$ cat src/hdl/cpeqc_pkg.sv
// Package: types and constants for the crosspoint equalizer config block
package cpeqc_pkg;

  // Clock rate and derived cycle counts
  localparam int CLK_MHZ = 50;
  // Strap settle time after reset release, least time, rounds up
  localparam int SETTLE_NS = 200;
  localparam int SETTLE_CYC = (SETTLE_NS * CLK_MHZ + 999) / 1000;
  // Full adaptive update interval, rounds down
  localparam int STEP_NS = 1000;
  localparam int STEP_CYC = (STEP_NS * CLK_MHZ) / 1000;

  // Sensed strap levels: low, floating, high
  localparam logic [1:0] LVL_LOW = 2'h0;
  localparam logic [1:0] LVL_FLOAT = 2'h1;
  localparam logic [1:0] LVL_HIGH = 2'h3;

  // Target addresses
  localparam logic [6:0] ADDR_FLOAT = 7'h12;
  localparam logic [6:0] ADDR_ALT_BASE = 7'h20;
  localparam logic [6:0] ADDR_RST = 7'h00;

  // Adaptive field encodings
  localparam logic AEQ_STYLE_FAST = 1'h0;
  localparam logic AEQ_STYLE_FULL = 1'h1;
  localparam logic [1:0] AEQ_ON_FAST = 2'h1;
  localparam logic [1:0] AEQ_ON_FULL_A = 2'h1;
  localparam logic [1:0] AEQ_ON_FULL_B = 2'h3;

  // Gain limits and reset value
  localparam logic [3:0] GAIN_MAX = 4'hF;
  localparam logic [3:0] GAIN_MIN = 4'h0;
  localparam logic [3:0] GAIN_RST = 4'h0;

  // Lane mapping modes, one-hot
  typedef enum logic [3:0] {
    LANE_OFF = 4'h1,
    LANE_USB = 4'h2,
    LANE_USB_DP2 = 4'h4,
    LANE_DP4 = 4'h8
  } cpeqc_lane_t;

  // Strap capture sequencer, one-hot
  typedef enum logic [2:0] {
    ST_SETTLE = 3'h1,
    ST_LATCH = 3'h2,
    ST_RUN = 3'h4
  } cpeqc_state_t;

  // Register-file image written by the serial target port
  typedef struct packed {
    logic [3:0] upstream_usb_gain_reg;
    logic [3:0][3:0] display_lane_gain_reg;
    logic [3:0] rx_one_short_gain;
    logic [3:0] rx_two_short_gain;
    logic [3:0] rx_one_long_gain;
    logic [3:0] rx_two_long_gain;
    logic adaptive_style;
    logic [1:0] adaptive_on;
  } cpeqc_regs_t;

  // Gains applied to the analog receivers
  typedef struct packed {
    logic [3:0] usb_gain;
    logic [3:0][3:0] dp_gain;
    logic [3:0] rx_one_gain;
    logic [3:0] rx_two_gain;
  } cpeqc_eq_t;

  // Numeric weight of a sensed level: 0, 1 or 2
  function automatic logic [3:0] lvl_num(input logic [1:0] lvl);
    if (lvl == LVL_HIGH) begin
      return 4'h2;
    end else if (lvl == LVL_FLOAT) begin
      return 4'h1;
    end
    return 4'h0;
  endfunction : lvl_num

  // Map a strap pin pair to a gain code, 0 to 14
  function automatic logic [3:0] pin_pair_gain(input logic [1:0] hi,
                                               input logic [1:0] lo);
    return 4'((lvl_num(hi) * 4'h5) + (lvl_num(lo) * 4'h2));
  endfunction : pin_pair_gain

endpackage : cpeqc_pkg

$ cat src/hdl/cpeqc_ctrl.sv
// Crosspoint lane mapping and receiver equalization control
//
// Behaviour
// - Config from straps or registers per mode
// - Register mode ignores equalization strap pins
// - Both address straps floating gives address 0x12
// - Upstream and display gain from pins or registers
// - Fixed mode applies one unchanging receiver gain
// - Fast adaptive picks short or long preset
// - Fast adaptive works in both control modes
// - Register fast adaptive: style 0, enable 1
// - Short channel uses short gain registers
// - Long channel uses long gain registers
// - Full adaptive tracks best gain continuously
// - Full adaptive disabled after reset
// - Full adaptive: style 1, enable 1 or 3
// - Select hi low, lo high: USB only
// - Both selects high: USB plus two display
// - Select hi high, lo low: four display
// - Orientation pin high selects mirrored mapping
`timescale 1ns/1ps
module cpeqc_ctrl (
  // Clock and reset
  input wire logic REF_CLK_I,
  input wire logic NRST_I,
  // Lane mapping pins
  input wire logic MODE_SELECT_HI_I,
  input wire logic MODE_SELECT_LO_I,
  input wire logic FLIP_I,
  // Control-mode strap, sensed level code
  input wire logic [1:0] CTRL_MODE_LVL_I,
  // Equalization strap pairs, sensed level codes, index 1 is the high pin
  input wire logic [1:0][1:0] UPSTREAM_USB_GAIN_PINS_I,
  input wire logic [1:0][1:0] DISPLAY_GAIN_PINS_I,
  input wire logic [1:0][1:0] DOWNSTREAM_RX_GAIN_PINS_I,
  // Fast adaptive enable strap for pin mode
  input wire logic FAST_ADAPT_PIN_I,
  // Register image from the serial target port, same clock
  input wire cpeqc_pkg::cpeqc_regs_t REG_CFG_I,
  // Analog channel detectors, one bit per downstream receiver
  input wire logic [1:0] RX_LONG_CHAN_I,
  input wire logic [1:0] RX_NEED_MORE_I,
  input wire logic [1:0] RX_NEED_LESS_I,
  // Configuration results
  output logic [6:0] TARGET_ADDR_O,
  output logic REG_MODE_O,
  output logic CFG_READY_O,
  output cpeqc_pkg::cpeqc_lane_t LANE_MODE_O,
  output logic FLIPPED_O,
  output cpeqc_pkg::cpeqc_eq_t EQ_O,
  output logic FAST_AEQ_O,
  output logic FULL_AEQ_O
);

  localparam int SYNC_W = 24;

  // Synchronised pin view
  logic [SYNC_W-1:0] pins_raw; // Concatenated async pins
  logic [SYNC_W-1:0] pins; // Filtered pin values
  logic sel_hi; // Mode select high
  logic sel_lo; // Mode select low
  logic flip; // Orientation
  logic fast_pin; // Fast adaptive strap
  logic [1:0] mode_lvl; // Control-mode strap level
  logic [1:0][1:0] usb_pins; // Upstream USB gain straps
  logic [1:0][1:0] dp_pins; // Display gain straps
  logic [1:0][1:0] rx_pins; // Downstream gain straps
  logic [1:0] rx_long; // Long channel seen
  logic [1:0] need_more; // Full adaptive asks for more gain
  logic [1:0] need_less; // Full adaptive asks for less gain

  assign pins_raw = {MODE_SELECT_HI_I, MODE_SELECT_LO_I, FLIP_I,
                     FAST_ADAPT_PIN_I, CTRL_MODE_LVL_I,
                     UPSTREAM_USB_GAIN_PINS_I, DISPLAY_GAIN_PINS_I,
                     DOWNSTREAM_RX_GAIN_PINS_I, RX_LONG_CHAN_I,
                     RX_NEED_MORE_I, RX_NEED_LESS_I};
  assign {sel_hi, sel_lo, flip, fast_pin, mode_lvl, usb_pins, dp_pins,
          rx_pins, rx_long, need_more, need_less} = pins;

  // All pins come from outside the clock domain
  cpeqc_sync #(
    .W(SYNC_W)
  ) u_sync (
    .clk(REF_CLK_I),
    .nrst(NRST_I),
    .async_i(pins_raw),
    .sync_o(pins)
  );

  // Strap capture sequencer
  cpeqc_pkg::cpeqc_state_t state; // Current step
  logic [7:0] settle_cnt; // Cycles waited since release

  // Wait for the synchronisers to fill before trusting strap levels
  always_ff @(posedge REF_CLK_I or negedge NRST_I) begin
    if (!NRST_I) begin
      state <= cpeqc_pkg::ST_SETTLE;
      settle_cnt <= 8'h00;
    end else begin
      case (state)
        cpeqc_pkg::ST_SETTLE: begin
          if (settle_cnt == 8'(cpeqc_pkg::SETTLE_CYC - 1)) begin
            state <= cpeqc_pkg::ST_LATCH;
          end else begin
            settle_cnt <= settle_cnt + 8'h01;
          end
        end
        cpeqc_pkg::ST_LATCH: begin
          state <= cpeqc_pkg::ST_RUN;
        end
        cpeqc_pkg::ST_RUN: begin
          state <= cpeqc_pkg::ST_RUN;
        end
        default: begin
          state <= cpeqc_pkg::ST_SETTLE;
        end
      endcase
    end
  end

  // Address derived from the two shared address straps
  function automatic logic [6:0] strap_addr(input logic [1:0] a1,
                                            input logic [1:0] a0);
    if (a1 == cpeqc_pkg::LVL_FLOAT && a0 == cpeqc_pkg::LVL_FLOAT) begin
      return cpeqc_pkg::ADDR_FLOAT;
    end
    return 7'(cpeqc_pkg::ADDR_ALT_BASE + 7'(cpeqc_pkg::lvl_num(a1) * 4'h3)
              + 7'(cpeqc_pkg::lvl_num(a0)));
  endfunction : strap_addr

  // Mode and address are caught once, after release and settling;
  // a strap moved later has no effect until the next reset
  always_ff @(posedge REF_CLK_I or negedge NRST_I) begin
    if (!NRST_I) begin
      REG_MODE_O <= 1'b0;
      TARGET_ADDR_O <= cpeqc_pkg::ADDR_RST;
      CFG_READY_O <= 1'b0;
    end else if (state == cpeqc_pkg::ST_LATCH) begin
      // Any level but low selects register control
      REG_MODE_O <= (mode_lvl != cpeqc_pkg::LVL_LOW);
      TARGET_ADDR_O <= strap_addr(dp_pins[0], usb_pins[0]);
      CFG_READY_O <= 1'b1;
    end
  end

  // Adaptive style decode
  logic fast_req; // Fast adaptive requested
  logic full_req; // Full adaptive requested
  always_comb begin
    fast_req = 1'b0;
    full_req = 1'b0;
    if (REG_MODE_O) begin
      fast_req = (REG_CFG_I.adaptive_style == cpeqc_pkg::AEQ_STYLE_FAST) &&
                 (REG_CFG_I.adaptive_on == cpeqc_pkg::AEQ_ON_FAST);
      full_req = (REG_CFG_I.adaptive_style == cpeqc_pkg::AEQ_STYLE_FULL) &&
                 ((REG_CFG_I.adaptive_on == cpeqc_pkg::AEQ_ON_FULL_A) ||
                  (REG_CFG_I.adaptive_on == cpeqc_pkg::AEQ_ON_FULL_B));
    end else begin
      // Pin control offers fast adaptive through its own strap
      fast_req = fast_pin;
    end
  end

  // Mode flags register; full adaptive stays off until fully ready
  always_ff @(posedge REF_CLK_I or negedge NRST_I) begin
    if (!NRST_I) begin
      FAST_AEQ_O <= 1'b0;
      FULL_AEQ_O <= 1'b0;
    end else begin
      FAST_AEQ_O <= CFG_READY_O && fast_req;
      FULL_AEQ_O <= CFG_READY_O && full_req;
    end
  end

  // Lane mapping decode
  function automatic cpeqc_pkg::cpeqc_lane_t lane_of(input logic hi,
                                                     input logic lo);
    if (!hi && lo) begin
      return cpeqc_pkg::LANE_USB;
    end else if (hi && lo) begin
      return cpeqc_pkg::LANE_USB_DP2;
    end else if (hi && !lo) begin
      return cpeqc_pkg::LANE_DP4;
    end
    return cpeqc_pkg::LANE_OFF;
  endfunction : lane_of

  // Lane mapping follows the select pins live, in either control mode
  always_ff @(posedge REF_CLK_I or negedge NRST_I) begin
    if (!NRST_I) begin
      LANE_MODE_O <= cpeqc_pkg::LANE_OFF;
      FLIPPED_O <= 1'b0;
    end else begin
      LANE_MODE_O <= lane_of(sel_hi, sel_lo);
      FLIPPED_O <= flip;
    end
  end

  // Fixed receiver gains, from straps or the short registers
  logic [3:0] rx1_fixed; // Receiver one base gain
  logic [3:0] rx2_fixed; // Receiver two base gain
  logic [3:0] rx1_long_g; // Receiver one long preset
  logic [3:0] rx2_long_g; // Receiver two long preset
  always_comb begin
    if (REG_MODE_O) begin
      // Straps are not looked at, so they may float
      rx1_fixed = REG_CFG_I.rx_one_short_gain;
      rx2_fixed = REG_CFG_I.rx_two_short_gain;
      rx1_long_g = REG_CFG_I.rx_one_long_gain;
      rx2_long_g = REG_CFG_I.rx_two_long_gain;
    end else begin
      rx1_fixed = cpeqc_pkg::pin_pair_gain(rx_pins[1], rx_pins[0]);
      rx2_fixed = rx1_fixed;
      // Pin mode has no long register; long preset is the maximum gain, GAIN_MAX
      rx1_long_g = cpeqc_pkg::GAIN_MAX;
      rx2_long_g = cpeqc_pkg::GAIN_MAX;
    end
  end

  // Full adaptive step timer
  logic [7:0] step_cnt; // Cycles since last step
  logic step; // One-cycle update strobe
  assign step = (step_cnt == 8'(cpeqc_pkg::STEP_CYC - 1));

  always_ff @(posedge REF_CLK_I or negedge NRST_I) begin
    if (!NRST_I) begin
      step_cnt <= 8'h00;
    end else if (!FULL_AEQ_O || step) begin
      step_cnt <= 8'h00;
    end else begin
      step_cnt <= step_cnt + 8'h01;
    end
  end

  // One gain tracking step toward the detector's request
  function automatic logic [3:0] track(input logic [3:0] g,
                                       input logic more,
                                       input logic less);
    if (more && !less && g != cpeqc_pkg::GAIN_MAX) begin
      return g + 4'h1;
    end else if (less && !more && g != cpeqc_pkg::GAIN_MIN) begin
      return g - 4'h1;
    end
    return g;
  endfunction : track

  // Applied gains, one flop set per process so each has a single driver
  logic [3:0] rx1_gain; // Receiver one applied gain
  logic [3:0] rx2_gain; // Receiver two applied gain
  logic [3:0] usb_gain; // Upstream USB applied gain
  logic [3:0][3:0] dp_gain; // Display lane applied gains
  assign EQ_O = {usb_gain, dp_gain, rx1_gain, rx2_gain};

  // Receiver gains; full adaptive starts from the gain last applied then walks
  always_ff @(posedge REF_CLK_I or negedge NRST_I) begin
    if (!NRST_I) begin
      rx1_gain <= cpeqc_pkg::GAIN_RST;
      rx2_gain <= cpeqc_pkg::GAIN_RST;
    end else if (FULL_AEQ_O) begin
      if (step) begin
        // Any channel length: no preset, only the detector decides
        rx1_gain <= track(rx1_gain, need_more[0],
                          need_less[0]);
        rx2_gain <= track(rx2_gain, need_more[1],
                          need_less[1]);
      end
    end else if (FAST_AEQ_O) begin
      // Classified per receiver, short or long preset
      rx1_gain <= rx_long[0] ? rx1_long_g : rx1_fixed;
      rx2_gain <= rx_long[1] ? rx2_long_g : rx2_fixed;
    end else begin
      rx1_gain <= rx1_fixed;
      rx2_gain <= rx2_fixed;
    end
  end

  // Upstream USB and display gains
  always_ff @(posedge REF_CLK_I or negedge NRST_I) begin
    if (!NRST_I) begin
      usb_gain <= cpeqc_pkg::GAIN_RST;
      dp_gain <= '0;
    end else if (REG_MODE_O) begin
      usb_gain <= REG_CFG_I.upstream_usb_gain_reg;
      dp_gain <= REG_CFG_I.display_lane_gain_reg;
    end else begin
      usb_gain <= cpeqc_pkg::pin_pair_gain(usb_pins[1],
                                           usb_pins[0]);
      // One pin pair serves all four display lanes
      for (int i = 0; i < 4; i++) begin
        dp_gain[i] <= cpeqc_pkg::pin_pair_gain(dp_pins[1],
                                               dp_pins[0]);
      end
    end
  end
endmodule : cpeqc_ctrl

$ cat src/hdl/cpeqc_sync.sv
// Three-stage input synchroniser with agreement filter
`timescale 1ns/1ps
module cpeqc_sync #(
  parameter int W = 1
) (
  // Clock and reset
  input wire logic clk,
  input wire logic nrst,
  // Asynchronous input and filtered output
  input wire logic [W-1:0] async_i,
  output logic [W-1:0] sync_o
);

  logic [W-1:0] stage1; // Metastability catcher, read only by stage2
  logic [W-1:0] stage2; // Second stage
  logic [W-1:0] stage3; // Third stage

  // Shift chain
  always_ff @(posedge clk or negedge nrst) begin
    if (!nrst) begin
      stage1 <= '0;
      stage2 <= '0;
      stage3 <= '0;
    end else begin
      stage1 <= async_i;
      stage2 <= stage1;
      stage3 <= stage2;
    end
  end

  // A change counts only once stages two and three agree, per bit
  always_ff @(posedge clk or negedge nrst) begin
    if (!nrst) begin
      sync_o <= '0;
    end else begin
      for (int i = 0; i < W; i++) begin
        if (stage2[i] == stage3[i]) begin
          sync_o[i] <= stage3[i];
        end
      end
    end
  end

endmodule : cpeqc_sync

$ cat config.mk
export PLATFORM = sky130hd
export DESIGN_NAME = cpeqc_ctrl
export DESIGN_NICKNAME = d
export VERILOG_FILES = /design/src/hdl/cpeqc_pkg.sv /design/src/hdl/cpeqc_ctrl.sv /design/src/hdl/cpeqc_sync.sv
export SDC_FILE = /design/constraint.sdc
export NUM_CORES = 1
export LEC_CHECK = 0
export BUFFER_PORTS_ARGS = -buffer_cell sky130_fd_sc_hd__buf_4
export CAP_MARGIN = 20
export CORE_AREA = 2 2 119 109
export DETAILED_ROUTE_END_ITERATION = 8
export DIE_AREA = 0 0 121 111
export PLACE_DENSITY = 0.83
export SYNTH_ARGS = -nofsm -noshare
export SYNTH_HDL_FRONTEND = slang
export SYNTH_SLANG_ARGS = --single-unit
$ cat constraint.sdc
create_clock -name REF_CLK_I -period 1.93 [get_ports REF_CLK_I]
set_clock_uncertainty 0.05 [all_clocks]
set_input_delay 0.386 -clock REF_CLK_I [delete_from_list [all_inputs] [get_ports REF_CLK_I]]
set_output_delay 0.386 -clock REF_CLK_I [all_outputs]
set_load 0.03 [all_outputs]
# --- Word-level counts from Yosys, hierarchy flattened ---
# Cells that the tools add are included.
totals:
  regBits: 159
  out_inout_bits: 44
  word_cells: 238
op_classes:
  add_sub_neg: 11
  multipliers: 4
  eq_ne: 49
  muxes: 96
  bitwise: 2
  n_reduce_logical: 32
op_table:
  columns: ["op", "n"]
  rows:
  - ["$mux 4", 45]
  - ["$mux 1", 37]
  - ["$mux 3", 9]
  - ["$eq 1x1->1", 24]
  - ["$add 8x1->8 const B", 2]
  - ["$logic_and 1x1->1", 16]
  - ["$mux 16", 1]
  - ["$eq 2x1->1 const B", 7]
  - ["$eq 2x2->1 const B", 7]
  - ["$mux 7", 2]
  - ["$add 4x4->4", 3]
  - ["$mul 4x3->4 const B", 3]
  - ["$add 4x1->4 const B", 2]
  - ["$eq 8x4->1 const B", 1]
  - ["$eq 8x6->1 const B", 1]
  - ["$mux 8", 1]
  - ["$ne 4x4->1 const B", 2]
  - ["$reduce_bool 4->1", 2]
  - ["$sub 4x1->4 const B", 2]
  - ["$add 6x6->7 const A", 1]
  - ["$add 7x4->7", 1]
  - ["$logic_not 1->1", 7]
  - ["$mul 4x2->6 const B", 1]
  - ["$ne 2x1->1 const B", 3]
  - ["10 further kinds", 14]

# --- Longest topological paths before layout ---
logic_depth:
  ltp_word: 13
  depth_mapped: 8
  mapped_depth_nobuf: 8

# --- Hierarchy ---
# A second synthesis with hierarchy kept.
unflattened:
  cells_unflattened: 411
  area_unflattened_um2: 5861.9
modules_own_cells:
  columns: ["mod", "n_inst", "cells_per_inst", "area_per_inst_um2"]
  rows:
  - ["cpeqc_ctrl", 1, 291, 3189.3]
  - ["cpeqc_sync", 1, 120, 2672.6]

# --- Least setup slack after synthesis ---
# Ideal clock, no wire load.
synth_timing:
  path_type: "reg2reg"
  from: "reg rx1_gain[0]"
  to: "reg rx1_gain[3]"
  arrival_ns: 1.933
  slack_ns: -0.173
  stages_incl_launch_ff: 9
  path_buffers: 0
  path_cell_list: "dfrtp_1 > a41oi_1 > nand2_1 > ha_1 > a21o_1 > a21oi_1 > xor2_1 > o21ai_1 > nor3b_2"
synth_between:
  elab_chain_cells: 8
  word_cells_on_any_way: 17
  cone_classes: "2 x add/sub; 2 x eq/ne; 9 x mux; 4 x reduce/logical"
synth_lines:
  columns: ["element", "line", "rtl"]
  rows:
  - ["start: declaration", "cpeqc_ctrl.sv:248", "logic [3:0] rx1_gain;"]
  - ["start signal: assignment", "cpeqc_ctrl.sv:257", "rx1_gain <= cpeqc_pkg::GAIN_RST;"]
  - ["start signal: assignment", "cpeqc_ctrl.sv:262", "rx1_gain <= track(rx1_gain, need_more[0],"]
  - ["start signal: assignment", "cpeqc_ctrl.sv:269", "rx1_gain <= rx_long[0] ? rx1_long_g : rx1_fixed;"]
  - ["branches (longest 8 deep; another with $sub 4x1->4)", null, null]
# Several ways; the timed one is not identified. The select of a mux whose other input is x is not followed.
# A chain may end at the register's enable or synchronous reset.

# --- Final worst setup path ---
layout_timing:
  from: "reg u_sync.sync_o[9]"
  to: "reg rx2_gain[3]"
layout_between:
  elab_chain_cells: 12
  word_cells_on_any_way: 14
  cone_classes: "1 x add/sub; 1 x mul; 2 x eq/ne; 10 x mux"
layout_lines:
  columns: ["element", "line", "rtl"]
  rows:
  - ["start: declaration", "cpeqc_sync.sv:11", "output logic [W-1:0] sync_o"]
  - ["start signal: indexed assignment", "cpeqc_sync.sv:38", "sync_o[i] <= stage3[i];"]
  - ["$eq 2x1->1", "cpeqc_pkg.sv:74", "end else if (lvl == LVL_FLOAT) begin"]
  - ["$mux 1", "cpeqc_pkg.sv:74", null]
  - ["$mux 1", "cpeqc_pkg.sv:72", "if (lvl == LVL_HIGH) begin"]
  - ["$mux 1", "cpeqc_ctrl.sv:205", "if (REG_MODE_O) begin"]
  - ["$mux 4 *", "cpeqc_pkg.sv:77", "return 4'h0;"]
  - ["$mux 4 *", "cpeqc_ctrl.sv:205", null]
  - ["$mul 4x3->4 *", "cpeqc_pkg.sv:83", "return 4'((lvl_num(hi) * 4'h5) + (lvl_num(lo) * 4'h2));"]
  - ["$add 4x4->4 *", "cpeqc_pkg.sv:83", null]
  - ["$mux 4 *", "cpeqc_ctrl.sv:205", null]
  - ["$mux 4", "cpeqc_ctrl.sv:270", "rx2_gain <= rx_long[1] ? rx2_long_g : rx2_fixed;"]
  - ["$mux 4 *", "cpeqc_ctrl.sv:267", "end else if (FAST_AEQ_O) begin"]
  - ["$mux 4 *", "cpeqc_ctrl.sv:259", "end else if (FULL_AEQ_O) begin"]
  - ["end signal: assignment", "cpeqc_ctrl.sv:258", "rx2_gain <= cpeqc_pkg::GAIN_RST;"]
  - ["end signal: assignment", "cpeqc_ctrl.sv:270", null]
  - ["end signal: assignment", "cpeqc_ctrl.sv:273", "rx2_gain <= rx2_fixed;"]
  - ["end: declaration", "cpeqc_ctrl.sv:249", "logic [3:0] rx2_gain;"]
# Mark *: on every way between the ends. The rest lies on a longest branch, timed or not. The select of a mux whose other input is x is not followed.

==> reports/results.ini <==
[outcome]
status = complete, no violations

[yosys]
syn_avg_cell_area_um2 = 14.0
synth_nets = 505
synth_top_cell_by_area = dfrtp_1
synth_compound_gate_area_share_pct = 5.99
synth_top_family_by_area = simple AND/OR/NAND/NOR gates
muxShareOfSynthArea_pct = 1.80
synth_enable_flop_cells = 0
ys_async_sr_fraction_pct = 100
synth_cell_types = 47
ys_seq_area_share_pct = 67.6
synth_area_um2 = 5850
yosys_register_bits = 158
synth-xor-area-share_pct = 3.74
ys.flop_type = dfrtp_1
synth.top_cell.area_share_pct = 66.7
synthTopCellsByArea = dfrtp_1 (67%), ha_1 (4.5%), maj3_1 (4.1%)
synth-simple-area-share_pct = 10.7
synth_common_cells = dfrtp_1 (156), nand2_1 (29), maj3_1 (24), nor2_1 (22), ha_1 (21)
synthCells = 417
yosysMostFrequentCell = dfrtp_1
synthAdderAreaFrac_pct = 9.28
yosys_warnings = 0

[global_route]
antenna_found_initial = 0
track_usage_pct = 18.2
grt_pass1_wl_mm = 19.0
grt_remaining_overflow = 0
grt_pass1_vias = 3965
grt_max_degree = 43

[worst_setup_path]
crit_arrival_ns = 2.21
critPathCapture = rx2_gain[3]
cp-end-kind = flop
crit_required_ns = 2.21
cp-start-kind = flop
worst-setup-path-type = flop to flop
worstRegToRegCells = 8
ff2ff_setup_slack_ns = 0.0002
crit_path_max_fanout = 3
r2r_end = rx2_gain[3]
cp-startpoint = u_sync.sync_o[9]
reg2reg_from = u_sync.sync_o[9]

[clock_network]
cts_sinks = 158
cts_root_buf = clkbuf_16
clkTransAtPathRegs_ns = 0.06
numCtsBuffers = 17
ctsLongestPathBuffers = 2
cts_tree = done
worstSkewPairLatency_ns = 0.41
h-tree-depth = 4

[sta]
worstMarginPinSlew_ns = 0.537
hold-worst-slack_ns = 0.0245
grt_setup_unrepaired = true
fmaxAchievable_ghz = 0.518
relSlewSlack_pct = 64.2
finalSetupViolCount = 0
fin_crit_sh_pct = 100
report.final.hold_viol_count = 0
finalMaxSlewViolations = 0
period_minus_slack_ns = 1.93

[drt]
drtAntennaViolNets = 0
vias = 3681
routed_wirelength_mm = 11.4
wire_per_inst_um = 15.4
drtIter0Drc = 242
via_per_inst = 4.98
post-route-drc-count = 0
drt_first_pass_iters = 4

[floorplanning]
rows = 39
die_w_um = 121
die_h_um = 111
core_area_um2 = 12300
die_area_um2 = 13400
ios = 109
initial_utilization_pct = 47.4

[layout]
fin_nets = 650
stdcell_area_um2 = 7780
fin_util_pct = 63.0
antenna_cells = 0
area_delta_synth_final_pct = 32.9
drive_gt1_share_pct = 35.7

[placement]
dp_hpwl_mm = 8.17
place_congestion = 0.828
port_buffers = 107
post_dp_cell_area_um2 = 7070

[power_and_ir_drop]
finalPower_mw = 8.28
p_leak_nw = 3.66
irDropWorstVdd_uv = 998
power_per_cell_area_nw_per_um2 = 1070

[min_path]
hp-class = input port to flop

[run]
drv_cap = 0

-- metrics by stage --
stage	setup WS [ns]	cells	TNS (ns)
final	0.000220	739	0
after global routing	-0.0758	739	-0.145
after CTS	-0.0359	734	-0.0708
after detailed placement	-0.0782	700	-0.279
after global placement	-0.0311	700	-0.0569
after floorplan	0.0199	417	0
-- cell type report --
cell class	instances	area (um2)
clock inverter	13	141
inverter	3	11.3
clock buffer	19	433
fill	954	4570
timing repair buffer	135	1050
multi-input combinational	247	1970
sequential	158	3970
tap	164	205
-- timing repair --
item                                    in CTS  in global routing
setup buffers                                1                  4
hold buffers                                 1                  1
endpoints found under the setup margin       6                 10
endpoints found under the hold margin       34                  1
pin swaps                                    5                 10
resized for setup                            5                 12
-- critical path, cell delays in order, from the launching register on --
cell and delay, ns:
dfrtp_1 0.43, nor2b_4 0.17, ha_4 0.22, ha_4 0.16, xor2_2 0.14, xnor2_1 0.12, nor3b_2 0.17, a32o_2 0.26
nor3b_2 0.14
-- routing by layer --
| metal | global-route usage, % | part of all wire [%] | vias up |
|---|---|---|---|
| met5 | 0 | 0 | - |
| li1 | - | - | 1733 |
| met2 | 29.4 | 51 | 101 |
| met1 | 23.0 | 42 | 1833 |
| met4 | 5.81 | 1.3 | 0 |
| met3 | 6.48 | 6.4 | 14 |
-- worst min path at each step --
stage | from | slack (ns) | depth (start not counted) | endpoint
finish | UPSTREAM_USB_GAIN_PINS_I[3] | 0.02 | 1 | u_sync.stage1[17]
global route | UPSTREAM_USB_GAIN_PINS_I[3] | 0.005 | 1 | u_sync.stage1[17]
detailed placement | NRST_I | 0.27 | 1 | u_sync.stage3[7]
floorplan | NRST_I | 0.04 | 0 | CFG_READY_O
CTS | UPSTREAM_USB_GAIN_PINS_I[3] | 0.006 | 1 | u_sync.stage1[17]
global placement | NRST_I | 0.26 | 1 | u_sync.sync_o[5]
-- sequential cells by signal (all words and copies together) (netlist names) --
register,count
u_sync.sync_o,24
rx1_gain,4
u_sync.stage1,24
FLIPPED_O,1
CFG_READY_O,1
u_sync.stage2,24
LANE_MODE_O,4
step_cnt,8
rx2_gain,4
EQ_O,16
u_sync.stage3,24
usb_gain,4
FULL_AEQ_O,1
settle_cnt,8
state,3
REG_MODE_O,1
TARGET_ADDR_O,6
FAST_AEQ_O,1
-- cell usage in the layout, fill, tap and decap left out, types with 6 or more instances in the layout --
master and n:
xor2_1 13, dfrtp_1 147, a21oi_1 10, clkbuf_16 17, dfrtp_2 9, ha_1 16
nor2b_1 11, xnor2_1 11, nand3_1 7, o21ai_0 8, nor2_1 22, nand2b_1 6
maj3_1 24, and2_1 7, a21o_1 12, mux2i_1 6, buf_4 130, nand2_1 27
-- cell families (layout without fill, tap and decap cells) --
logic type	count (synthesis)	after routing
buf+inv	12	170
compound gates	51	51
simple gates	113	113
fa+ha+maj	47	47
other cells	1	1
flops	158	158
xor+xnor	25	25
mux	10	10
-- where the power goes --
| group | switching (mW) | total (mW) | internal [mW] |
|---|---|---|---|
| clock | 1.29 | 3.20 | 1.91 |
| combinational | 0.736 | 1.35 | 0.613 |
| sequential | 0.161 | 3.73 | 3.57 |
No activity file was read; power rests on OpenSTA's default activity.
